## config.mk

```make
export PLATFORM = sky130hd
export DESIGN_NAME = reset_init_sequencer
export DESIGN_NICKNAME = d
export VERILOG_FILES = /design/src/design/rst_seq_pkg.sv /design/src/design/reset_pin_filter.sv /design/src/design/reset_init_sequencer.sv
export SDC_FILE = /design/constraint.sdc
export NUM_CORES = 1
export LEC_CHECK = 0
export BUFFER_PORTS_ARGS = -buffer_cell sky130_fd_sc_hd__buf_4
export CORE_MARGIN = 2
export CORE_UTILIZATION = 60
export DETAILED_ROUTE_END_ITERATION = 10
export GPL_TIMING_DRIVEN = 0
export HOLD_SLACK_MARGIN = 0.02
export PLACE_DENSITY = 0.79
export SYNTH_ARGS = -nofsm -noshare
export SYNTH_HDL_FRONTEND = slang
export SYNTH_SLANG_ARGS = --single-unit
export TNS_END_PERCENT = 50
```

## constraint.sdc

```tcl
create_clock -name mclk_in -period 6.4 [get_ports mclk_in]
set_clock_uncertainty 0.05 [all_clocks]
set_input_delay 1.28 -clock mclk_in [delete_from_list [all_inputs] [get_ports mclk_in]]
set_output_delay 1.28 -clock mclk_in [all_outputs]
set_load 0.01 [all_outputs]
```

## src/design/rst_seq_pkg.sv

```systemverilog
// constants, encodings and state codes for the reset initialisation sequencer
// assumes one free-running clock; output hold, hard-to-soft gap and input filter counts double in host mode with the divider set
package rst_seq_pkg;

	// ---------------------------------------------------------------
	// clock and timing
	// ---------------------------------------------------------------
	localparam int unsigned CLK_PERIOD_NS     = 8;
	localparam int unsigned IN_ASSERT_MIN     = 32;
	localparam int unsigned POR_ASSERT_MIN    = 32;
	localparam int unsigned OUT_ASSERT_MIN    = 512;
	localparam int unsigned HARD_TO_SOFT_MIN  = 16;
	localparam int unsigned CFG_SETUP_MIN     = 4;
	localparam int unsigned CFG_OFF_MAX_NS    = 4;
	// a longest time rounds down but never below one cycle
	localparam int unsigned CFG_OFF_MAX_CYC   =
		(CFG_OFF_MAX_NS / CLK_PERIOD_NS) < 1 ? 1 : (CFG_OFF_MAX_NS / CLK_PERIOD_NS);
	localparam int unsigned CFG_REDRIVE_MIN   = 1;
	localparam int unsigned DLL_LOCK_MIN_CYC  = 7680;
	localparam int unsigned DLL_LOCK_MAX_CYC  = 122880;
	localparam int unsigned DLL_RATIO_MIN     = 2;
	localparam int unsigned DLL_RATIO_MAX     = 8;

	// ---------------------------------------------------------------
	// widths and configuration layout
	// ---------------------------------------------------------------
	localparam int unsigned CNT_W             = 17;
	localparam int unsigned FILT_W            = 8;
	localparam int unsigned RATIO_W           = 4;
	localparam int unsigned CFG_W             = 4;
	localparam int unsigned CFG_SRC_LSB       = 0;
	localparam int unsigned CFG_SRC_W         = 3;
	localparam int unsigned CFG_DIV_BIT       = 3;
	localparam logic [CFG_W-1:0] CFG_RESET    = 4'h0;

	// ---------------------------------------------------------------
	// sequencer states
	// ---------------------------------------------------------------
	typedef enum logic [5:0] {
		ST_POR   = 6'h01,
		ST_HARD  = 6'h02,
		ST_SOFT  = 6'h04,
		ST_DLL   = 6'h08,
		ST_RUN   = 6'h10,
		ST_SONLY = 6'h20
	} seq_state_type;

endpackage : rst_seq_pkg

```

## src/design/reset_pin_filter.sv

```systemverilog
// synchroniser and consecutive-low counter for one active-low reset input
// assumes the pin may be asynchronous to mclk_in; threshold is stable while counting
module reset_pin_filter #(
	parameter int unsigned CNT_W = 8
) (
	// clock and reset
	input  wire logic             mclk_in,
	input  wire logic             rst_n_in,
	// pin side
	input  wire logic             pin_n_in,
	input  wire logic [CNT_W-1:0] thresh_in,
	// results
	output logic                  level_n_out,
	output logic                  accept_out
);

	logic             sync1_r;
	logic             sync2_r;
	logic [CNT_W-1:0] run_r;
	logic [CNT_W-1:0] run_nxt;
	logic             accept_r;
	logic             accept_nxt;
	wire  logic       run_full_w;

	assign run_full_w  = (run_r >= thresh_in);
	assign run_nxt     = sync2_r ? '0 : (run_full_w ? run_r : run_r + CNT_W'(1));
	// accepted once the low level has been seen on thresh consecutive edges
	assign accept_nxt  = !sync2_r && (run_r >= thresh_in - CNT_W'(1));
	assign level_n_out = sync2_r;
	assign accept_out  = accept_r;

	always_ff @(posedge mclk_in or negedge rst_n_in) begin
		if (!rst_n_in) begin
			sync1_r  <= 1'b1;
			sync2_r  <= 1'b1;
			run_r    <= '0;
			accept_r <= 1'b0;
		end else begin
			sync1_r  <= pin_n_in;
			sync2_r  <= sync1_r;
			run_r    <= run_nxt;
			accept_r <= accept_nxt;
		end
	end
endmodule : reset_pin_filter

```

## src/design/reset_init_sequencer.sv

```systemverilog
// reset initialisation sequencer: filters reset inputs, drives open-drain reset lines,
// orders hard and soft release, captures power-on straps and waits for delay-line lock
// assumes all pins are sampled on mclk_in; the board pulls the reset lines high
module reset_init_sequencer #(
	parameter int unsigned DLL_LOCK_MIN = rst_seq_pkg::DLL_LOCK_MIN_CYC,
	parameter int unsigned DLL_LOCK_MAX = rst_seq_pkg::DLL_LOCK_MAX_CYC
) (
	// clock and reset
	input  wire logic                              mclk_in,
	input  wire logic                              rst_n_in,
	// mode and clock ratio
	input  wire logic                              host_mode_in,
	input  wire logic [rst_seq_pkg::RATIO_W-1:0]   dll_ratio_in,
	// power-on reset
	input  wire logic                              power_on_reset_n_in,
	// hard reset line, open drain
	input  wire logic                              hard_reset_line_n_in,
	output logic                                   hard_reset_line_n_out,
	output logic                                   hard_reset_line_oe_out,
	// soft reset line, open drain
	input  wire logic                              soft_reset_line_n_in,
	output logic                                   soft_reset_line_n_out,
	output logic                                   soft_reset_line_oe_out,
	// power-on configuration pins
	input  wire logic [rst_seq_pkg::CFG_W-1:0]     cfg_pins_in,
	output logic [rst_seq_pkg::CFG_W-1:0]          cfg_pins_out,
	output logic                                   cfg_pins_oe_out,
	// captured configuration and status
	output logic [rst_seq_pkg::CFG_SRC_W-1:0]      reset_source_select_out,
	output logic                                   input_clock_divide_select_out,
	output logic                                   core_ready_out
);

	localparam int unsigned CW = rst_seq_pkg::CNT_W;
	localparam int unsigned FW = rst_seq_pkg::FILT_W;

	// ---------------------------------------------------------------
	// cycle arithmetic
	// ---------------------------------------------------------------
	// sync period doubles with divider in host mode
	function automatic logic [CW-1:0] sync_cycles(input int unsigned n, input logic host,
		input logic div);
		logic [CW-1:0] base;
		base = CW'(n);
		sync_cycles = (host && div) ? {base[CW-2:0], 1'b0} : base;
	endfunction : sync_cycles

	// lock wait grows with ratio squared
	function automatic logic [CW-1:0] dll_cycles(input logic [rst_seq_pkg::RATIO_W-1:0] r);
		logic [rst_seq_pkg::RATIO_W-1:0] rc;
		logic [31:0]                     prod;
		rc = r;
		if (r < rst_seq_pkg::RATIO_W'(rst_seq_pkg::DLL_RATIO_MIN))
			rc = rst_seq_pkg::RATIO_W'(rst_seq_pkg::DLL_RATIO_MIN);
		if (r > rst_seq_pkg::RATIO_W'(rst_seq_pkg::DLL_RATIO_MAX))
			rc = rst_seq_pkg::RATIO_W'(rst_seq_pkg::DLL_RATIO_MAX);
		prod = (32'(DLL_LOCK_MIN) * 32'(rc) * 32'(rc)) >> 2;
		dll_cycles = prod[CW-1:0];
	endfunction : dll_cycles

	// ---------------------------------------------------------------
	// state and registers
	// ---------------------------------------------------------------
	rst_seq_pkg::seq_state_type state_r;
	rst_seq_pkg::seq_state_type state_nxt;
	logic [CW-1:0]                   cnt_r;
	logic [CW-1:0]                   cnt_nxt;
	logic [rst_seq_pkg::CFG_W-1:0]   cfg_r;
	logic                            hard_oe_r;
	logic                            soft_oe_r;
	logic                            cfg_oe_r;
	logic                            hard_rel_r;
	logic                            ready_r;
	logic                            por_acc;
	logic                            por_lvl_n;
	logic                            hard_acc;
	logic                            hard_lvl_n;
	logic                            soft_acc;
	logic                            soft_lvl_n;

	wire logic          div_sel_w   = cfg_r[rst_seq_pkg::CFG_DIV_BIT];
	wire logic          st_por_w    = (state_r == rst_seq_pkg::ST_POR);
	wire logic          capture_w   = st_por_w && por_lvl_n;
	wire logic [CW-1:0] out_hold_w  = sync_cycles(rst_seq_pkg::OUT_ASSERT_MIN, host_mode_in,
		capture_w ? cfg_pins_in[rst_seq_pkg::CFG_DIV_BIT] : div_sel_w) - CW'(1);
	wire logic [CW-1:0] gap_hold_w  = sync_cycles(rst_seq_pkg::HARD_TO_SOFT_MIN,
		host_mode_in, div_sel_w) - CW'(1);
	wire logic [CW-1:0] in_thr_w    = sync_cycles(rst_seq_pkg::IN_ASSERT_MIN, host_mode_in,
		div_sel_w);
	wire logic [FW-1:0] in_thr_f_w  = in_thr_w[FW-1:0];
	wire logic [FW-1:0] por_thr_w   = FW'(rst_seq_pkg::POR_ASSERT_MIN);
	wire logic          cnt_done_w  = (cnt_r == '0);
	wire logic          st_hard_w   = (state_r == rst_seq_pkg::ST_HARD);

	// ---------------------------------------------------------------
	// input filters
	// ---------------------------------------------------------------
	// own drive is or-ed in so the sequencer never answers its own assertion
	reset_pin_filter #(.CNT_W(FW)) u_por_filt (
		.mclk_in     (mclk_in),
		.rst_n_in    (rst_n_in),
		.pin_n_in    (power_on_reset_n_in),
		.thresh_in   (por_thr_w),
		.level_n_out (por_lvl_n),
		.accept_out  (por_acc)
	);

	reset_pin_filter #(.CNT_W(FW)) u_hard_filt (
		.mclk_in     (mclk_in),
		.rst_n_in    (rst_n_in),
		.pin_n_in    (hard_reset_line_n_in | hard_oe_r),
		.thresh_in   (in_thr_f_w),
		.level_n_out (hard_lvl_n),
		.accept_out  (hard_acc)
	);

	reset_pin_filter #(.CNT_W(FW)) u_soft_filt (
		.mclk_in     (mclk_in),
		.rst_n_in    (rst_n_in),
		.pin_n_in    (soft_reset_line_n_in | soft_oe_r),
		.thresh_in   (in_thr_f_w),
		.level_n_out (soft_lvl_n),
		.accept_out  (soft_acc)
	);

	// ---------------------------------------------------------------
	// sequencer
	// ---------------------------------------------------------------
	always_comb begin
		state_nxt = state_r;
		cnt_nxt   = cnt_done_w ? cnt_r : cnt_r - CW'(1);
		unique case (state_r)
			rst_seq_pkg::ST_POR: begin
				if (por_lvl_n) begin
					state_nxt = rst_seq_pkg::ST_HARD;
					cnt_nxt   = out_hold_w;
				end
			end
			rst_seq_pkg::ST_HARD: begin
				if (cnt_done_w) begin
					state_nxt = rst_seq_pkg::ST_SOFT;
					cnt_nxt   = gap_hold_w;
				end
			end
			rst_seq_pkg::ST_SOFT: begin
				if (cnt_done_w) begin
					state_nxt = rst_seq_pkg::ST_DLL;
					cnt_nxt   = dll_cycles(dll_ratio_in) - CW'(1);
				end
			end
			rst_seq_pkg::ST_DLL, rst_seq_pkg::ST_RUN: begin
				if (state_r == rst_seq_pkg::ST_DLL && cnt_done_w)
					state_nxt = rst_seq_pkg::ST_RUN;
				if (hard_acc) begin
					state_nxt = rst_seq_pkg::ST_HARD;
					cnt_nxt   = out_hold_w;
				end else if (soft_acc) begin
					state_nxt = rst_seq_pkg::ST_SONLY;
					cnt_nxt   = out_hold_w;
				end
			end
			rst_seq_pkg::ST_SONLY: begin
				if (hard_acc) begin
					state_nxt = rst_seq_pkg::ST_HARD;
					cnt_nxt   = out_hold_w;
				end else if (cnt_done_w) begin
					state_nxt = rst_seq_pkg::ST_RUN;
				end
			end
			default: begin
				state_nxt = rst_seq_pkg::ST_POR;
			end
		endcase
		if (por_acc) begin
			state_nxt = rst_seq_pkg::ST_POR;
			cnt_nxt   = '0;
		end
	end

	// straps released whenever hard is low
	// a pin-originated hard reset is seen two edges late through the synchroniser
	wire logic hard_oe_nxt = (state_nxt == rst_seq_pkg::ST_POR) ||
		(state_nxt == rst_seq_pkg::ST_HARD);
	wire logic soft_oe_nxt = hard_oe_nxt || (state_nxt == rst_seq_pkg::ST_SOFT) ||
		(state_nxt == rst_seq_pkg::ST_SONLY);
	// two idle clock periods after hard release
	wire logic cfg_oe_nxt  = !hard_oe_nxt && hard_rel_r && !hard_oe_r && hard_lvl_n;

	always_ff @(posedge mclk_in or negedge rst_n_in) begin
		if (!rst_n_in) begin
			state_r    <= rst_seq_pkg::ST_POR;
			cnt_r      <= '0;
			hard_oe_r  <= 1'b1;
			soft_oe_r  <= 1'b1;
			cfg_oe_r   <= 1'b0;
			hard_rel_r <= 1'b0;
			ready_r    <= 1'b0;
		end else begin
			state_r    <= state_nxt;
			cnt_r      <= cnt_nxt;
			hard_oe_r  <= hard_oe_nxt;
			soft_oe_r  <= soft_oe_nxt;
			cfg_oe_r   <= cfg_oe_nxt;
			hard_rel_r <= !hard_oe_r;
			ready_r    <= (state_nxt == rst_seq_pkg::ST_RUN);
		end
	end

	always_ff @(posedge mclk_in or negedge rst_n_in) begin
		if (!rst_n_in) begin
			cfg_r <= rst_seq_pkg::CFG_RESET;
		end else if (capture_w) begin
			cfg_r <= cfg_pins_in;
		end
	end

	// ---------------------------------------------------------------
	// outputs
	// ---------------------------------------------------------------
	// lines only ever pulled low
	assign hard_reset_line_n_out         = 1'b0;
	assign soft_reset_line_n_out         = 1'b0;
	assign hard_reset_line_oe_out        = hard_oe_r;
	assign soft_reset_line_oe_out        = soft_oe_r;
	assign cfg_pins_oe_out               = cfg_oe_r;
	assign cfg_pins_out                  = cfg_r;
	// three source bits, one divider bit
	assign reset_source_select_out       =
		cfg_r[rst_seq_pkg::CFG_SRC_LSB +: rst_seq_pkg::CFG_SRC_W];
	assign input_clock_divide_select_out = div_sel_w;
	assign core_ready_out                = ready_r;

	// ---------------------------------------------------------------
	// checks
	// ---------------------------------------------------------------
	logic [CW-1:0] hard_run_r;
	logic [CW-1:0] gap_run_r;

	always_ff @(posedge mclk_in or negedge rst_n_in) begin
		if (!rst_n_in) begin
			hard_run_r <= '0;
			gap_run_r  <= '0;
		end else begin
			hard_run_r <= (hard_oe_nxt && !hard_oe_r) ? '0 :
				(hard_oe_r ? hard_run_r + CW'(1) : hard_run_r);
			gap_run_r  <= hard_oe_r ? '0 : (soft_oe_r ? gap_run_r + CW'(1) : gap_run_r);
		end
	end
endmodule : reset_init_sequencer

```

Word level (Yosys, flattened, before mapping)
Index checks and enable logic that the tools add are counted.
- word-level logic and storage cells: 107
- flip-flop bits (word level): 65
- $mul: 2
- $lt $le $gt $ge: 8
- bitwise operators: 2
- muxes and demuxes: 33
- $add $sub $neg: 8
- reductions and logical operators: 20
- equality and inequality tests: 14
- operators with widths (cell ; count):
    two-way mux 17 bit ; 8
    case mux 17 bit (5 select lines) ; 1
    two-way mux 6 bit ; 10
    two-way mux 8 bit ; 6
    subtractor 17 x 1 -> 17 bit, second input constant ; 2
    case mux 6 bit (5 select lines) ; 1
    adder 8 x 1 -> 8 bit, second input constant ; 3
    logical NOT 17 bit ; 1
    greater-or-equal comparator 8 x 7 -> 1 bit ; 2
    greater-or-equal comparator 8 bit ; 2
    two-way mux 4 bit ; 4
    equality test 6 x 1 -> 1 bit, second input constant ; 2
    equality test 6 x 2 -> 1 bit, second input constant ; 2
    equality test 6 x 3 -> 1 bit, second input constant ; 2
    equality test 6 x 5 -> 1 bit, second input constant ; 2
    equality test 6 bit, second input constant ; 2
    subtractor 11 x 1 -> 12 bit, second input constant ; 1
    two-way mux 11 bit ; 1
    logical AND 1 bit ; 10
    multiplier 8 x 4 -> 10 bit ; 1
    greater-or-equal comparator 8 x 5 -> 1 bit, second input constant ; 1
    greater-or-equal comparator 8 x 6 -> 1 bit, second input constant ; 1
    multiplier 4 x 4 -> 8 bit, first input constant ; 1
    subtractor 7 x 1 -> 8 bit, second input constant ; 1
    11 further kinds ; 20

Depth between registers and ports, before layout
- depth in word-level cells: 13
- gate-level depth with buffers: 23
- mapped depth without buffers: 22

By module
A second synthesis with hierarchy kept.
- cells, all modules: 690
- area total of the unflattened synthesis: 6254.7 µm²
- by module, submodules not included (module ; cells an instance ; area each (µm²) ; instances ; seq. area each (µm²)):
    reset_init_sequencer ; 379 ; 3337.0 ; 1 ; 804.5
    reset_pin_filter (u_hard_filt ...) ; 104 ; 972.2 ; 2 ; 277.8
    reset_pin_filter (u_soft_filt) ; 103 ; 973.4 ; 1 ; 277.8

Worst setup path after synthesis
Ideal clock, no wire load.
- path kind: input to register
- from: in dll_ratio_in[3] (netlist bit)
- to: reg cnt_r[16]
- setup slack: -0.034 ns
- cell stages on the path: 18
- buffers on the path: 1
- arrival: 6.245 ns
- data required time: 6.211 ns
- cells stage by stage: clkbuf_1 nor2b_1 ha_1 fa_1 fa_1 and2_1 fa_1 inv_1 fa_1 inv_1 ha_1 xor2_1 nand2_1 or4_1 or3_1 nor3b_1 xnor2_1 o32ai_1
- longest elaborated chain between the ends: 11
- elaborated cells on any way between the ends: 12
- classes of those cells: add/sub (1); mul (2); order compare (2); mux (7)
- ends and longest elaborated chain (item ; line ; text):
    start: declaration ; reset_init_sequencer.sv:13 ; input wire logic [rst_seq_pkg::RATIO_W-1:0] dll_ratio_in,
    < comparator 4 x 2 -> 1 bit ; reset_init_sequencer.sv:53 ; if (r < rst_seq_pkg::RATIO_W'(rst_seq_pkg::DLL_RATIO_MIN))
    two-way mux 4 bit ; reset_init_sequencer.sv:53 ;
    two-way mux 4 bit * ; reset_init_sequencer.sv:55 ; if (r > rst_seq_pkg::RATIO_W'(rst_seq_pkg::DLL_RATIO_MAX))
    two-way mux 4 bit * ; reset_init_sequencer.sv:146 ; if (cnt_done_w) begin
    two-way mux 4 bit * ; reset_init_sequencer.sv:132 ; unique case (state_r)
    multiplier 4 x 4 -> 8 bit ; reset_init_sequencer.sv:57 ; prod = (32'(DLL_LOCK_MIN) * 32'(rc) * 32'(rc)) >> 2;
    multiplier 8 x 4 -> 10 bit * ; reset_init_sequencer.sv:57 ;
    subtractor 17 x 1 -> 17 bit * ; reset_init_sequencer.sv:148 ; cnt_nxt = dll_cycles(dll_ratio_in) - CW'(1);
    two-way mux 17 bit * ; reset_init_sequencer.sv:146 ;
    case mux 17 bit (5 select lines) * ; reset_init_sequencer.sv:132 ;
    two-way mux 17 bit * ; reset_init_sequencer.sv:174 ; if (por_acc) begin
    via cnt_nxt[16] ; reset_init_sequencer.sv:67 ; logic [CW-1:0] cnt_nxt;
    end signal: assignment ; reset_init_sequencer.sv:200 ; cnt_r <= cnt_nxt;
    end: declaration ; reset_init_sequencer.sv:66 ; logic [CW-1:0] cnt_r;
Mark *: on every way through the listed nets, which the timed path passes. The rest lies on a longest branch. The select of a mux whose other input is x is not followed.
A chain may end at the register's enable or synchronous reset.

Worst setup path after layout
Ends and elaborated chain as after synthesis.

==> flow_summary.ini <==
[run_status]
status = completed

[floorplanning]
start_util_pct = 61.4
core_um2 = 7650
pin_count = 28
die_area_um2 = 8550
placementRows = 32
die_h_um = 92.5
die_w_um = 92.5

[sta]
tns_ns = 0
min_period_over_period_pct = 97.4
finalMaxSlewViolations = 0
tightest_slew_ns = 0.833
max_freq_ghz = 0.160
finalSetupViolCount = 0
hold_viol = 0
maxSlewHeadroom_pct = 43.9
fin_crit_ns = 6.24

[power_and_ir_drop]
power.total_uw = 1490
p_per_area_nw_per_um2 = 279
ir_drop_uv = 127
power_leakage_uw = 0.00234

[worst_setup_path]
crit_required_ns = 6.55
r2r_end = cfg_pins_oe_out
r2r_cells = 9
critPathArrivalTime_ns = 6.39
start_kind = primary input
crit_fanout = 10
reg2reg_from = cnt_r[0]
critical_path_class = primary input to flip-flop
cp-end-kind = flip-flop
reg2reg_slack_ns = 3.29

[grt]
grt_util_all_layers_pct = 24.2
grt_antenna_before_repair = 0
grt_max_degree = 66
grt_first_pass_wirelength_um = 16700
met2_usage_pct = 40.7
top_usage_layer = met2
use_met1_pct = 32.4
gr-total-overflow = 0
grt_pass1_vias = 3676
grt_use_met3_pct = 2.93

[clock_tree]
clock_latency_ns = 0.35
htree_levels = 3
cts_tree = built
cts_buffer_depth = 2
numCtsBuffers = 9
clkSinkCount = 65
cts_root_buffer = clkbuf_8
clk_pin_slew_ns = 0.07

[finish]
antennaDiodeCount = 0
final_nets = 607
syn2layout_area_growth_pct = 13.6
post-route-util_pct = 69.8
multi_input_area_um2 = 2920
drive_gt1_share_pct = 17.2
regArea_um2 = 1640
nFillCells = 571

[placement]
portBuffers = 25
hpwlAfterDp_um = 7020
place.gp.congestion = 0.842

[worst_hold_path]
holdPathEnd = u_hard_filt.level_n_out
hold_path_depth = 0
worstHoldStart = u_hard_filt.sync1_r
hp-class = flip-flop to flip-flop

[detailed_routing]
drt-total-wl_um = 9840
drt-initial-drc-count = 164
ant_nets = 0
num_vias = 3719
firstDrtPassIters = 5
drc = 0
wl_per_cell_um = 15.2
vias_per_cell = 5.74

[logic_synthesis]
synth-seq-area-share_pct = 34.9
async_reset_ff_share_pct = 100
syn_area_um2 = 4700
synth.top_cells.by_area = dfrtp_1 30%, ha_1 10%, fa_1 5.5%
ys_types = 66
synth.top_cells.by_count = 56 x dfrtp_1, 53 x nor2_1, 39 x ha_1, 39 x inv_1, 38 x nand2_1
synth_area_leader_cell = dfrtp_1
syn_inst = 503
synth_ff_type = dfrtp_1
synth.top_cell.area_share_pct = 29.8
synth_seq_cells = 65
ys_warn_count = 0
synth.most_common_cell = dfrtp_1
avgSynthCellArea_um2 = 9.34
synth-edff-count = 0

[job]
drv_cap = 0
==> report_power, final <==
| part | switching, uW | internal, uW | leakage (uW) |
|---|---|---|---|
| Sequential | 50.7 | 456 | 0.000827 |
| Clock | 163 | 203 | 0.000102 |
| Combinational | 330 | 284 | 0.00141 |
==> registers in the layout (all words and copies together), names as in the netlist, 4 cells and up <==
name / count
u_soft_filt.run_r: 8
cnt_r: 17
cfg_pins_out: 4
u_hard_filt.run_r: 8
u_por_filt.run_r: 8
state_r: 6
==> what timing repair did <==
action,CTS,global route
buffers inserted,0,1
pin swaps,1,2
endpoints found under the setup margin,2,3
hold buffers,0,0
resized for setup,6,11
==> final cells by class <==
cell class,instances,share of cell area (%)
multi-input combinational,381,54.6
sequential,65,30.7
timing repair buffer,26,3.66
clock buffer,11,2.84
inverter,40,2.81
tap,102,2.39
buffer,18,1.78
clock inverter,5,1.17
==> per-layer routing <==
metal / part of all wire [%] / wire, um
met5: 0 / 0
met4: 2.5 / 243
met3: 3.8 / 373
met2: 50 / 4880
met1: 44 / 4340
==> worst max-delay path by stage <==
stage	start	endpoint	slack, ns	cells after the start
finish	dll_ratio_in[3]	cnt_r[16]	0.16	19
global route	dll_ratio_in[3]	cnt_r[16]	-0.007	22
CTS	dll_ratio_in[3]	cnt_r[16]	0.002	22
detailed placement	dll_ratio_in[2]	cnt_r[16]	-0.58	22
global placement	dll_ratio_in[3]	cnt_r[16]	-0.43	19
floorplan	dll_ratio_in[3]	cnt_r[16]	0.003	18
==> cell usage in the layout (no fill, tap or decap), drive strengths merged, types with 10 or more instances in the layout <==
master | netlist | final
nand2b | 13 | 13
a21oi | 31 | 31
nand2 | 38 | 38
o21ai | 15 | 15
fa | 13 | 13
nor2 | 53 | 53
xor2 | 23 | 23
dfrtp | 56 | 56
and2 | 10 | 10
clkbuf | 10 | 21
ha | 39 | 39
inv | 40 | 41
xnor2 | 22 | 22
buf | 8 | 34
==> metrics by stage <==
| step | setup WS [ns] | cell area, um2 | hold WS (ns) | cells |
|---|---|---|---|---|
| global route | -0.00684 | 5340 | 0.317 | 648 |
| CTS | 0.00242 | 5250 | 0.313 | 647 |
| global placement | -0.428 | 5020 | 0.298 | 631 |
| floorplan | 0.00345 | 4700 | 0.295 | 504 |
| finish | 0.164 | 5340 | 0.311 | 648 |
| detailed placement | -0.580 | 5020 | 0.300 | 631 |
==> worst max-delay path, stage by stage <==
cell	delay, ns
buf_4	0.13
clkbuf_4	0.18
or2_2	0.33
ha_4	0.26
fa_2	0.58
fa_2	0.45
and2_1	0.16
fa_1	0.49
inv_1	0.06
fa_1	0.54
inv_1	0.07
ha_4	0.29
xor2_2	0.18
nand2_1	0.09
or4_1	0.46
or3_4	0.37
nor3b_2	0.21
xnor2_1	0.14
o32ai_1	0.10
==> logic make-up after synthesis <==
kind of cell | after synthesis | share of synthesized area [%]
adder cells (fa/ha/maj) | 52 | 15.9
AO/OA/AOI/OAI | 90 | 12.7
AND/OR/NAND/NOR | 186 | 21.7
XOR/XNOR | 45 | 8.39
other | 2 | 0.160
multiplexers | 5 | 1.17
flip-flops | 65 | 34.9
buffers and inverters | 58 | 5.11
Power figures use the tool's default switching activity.
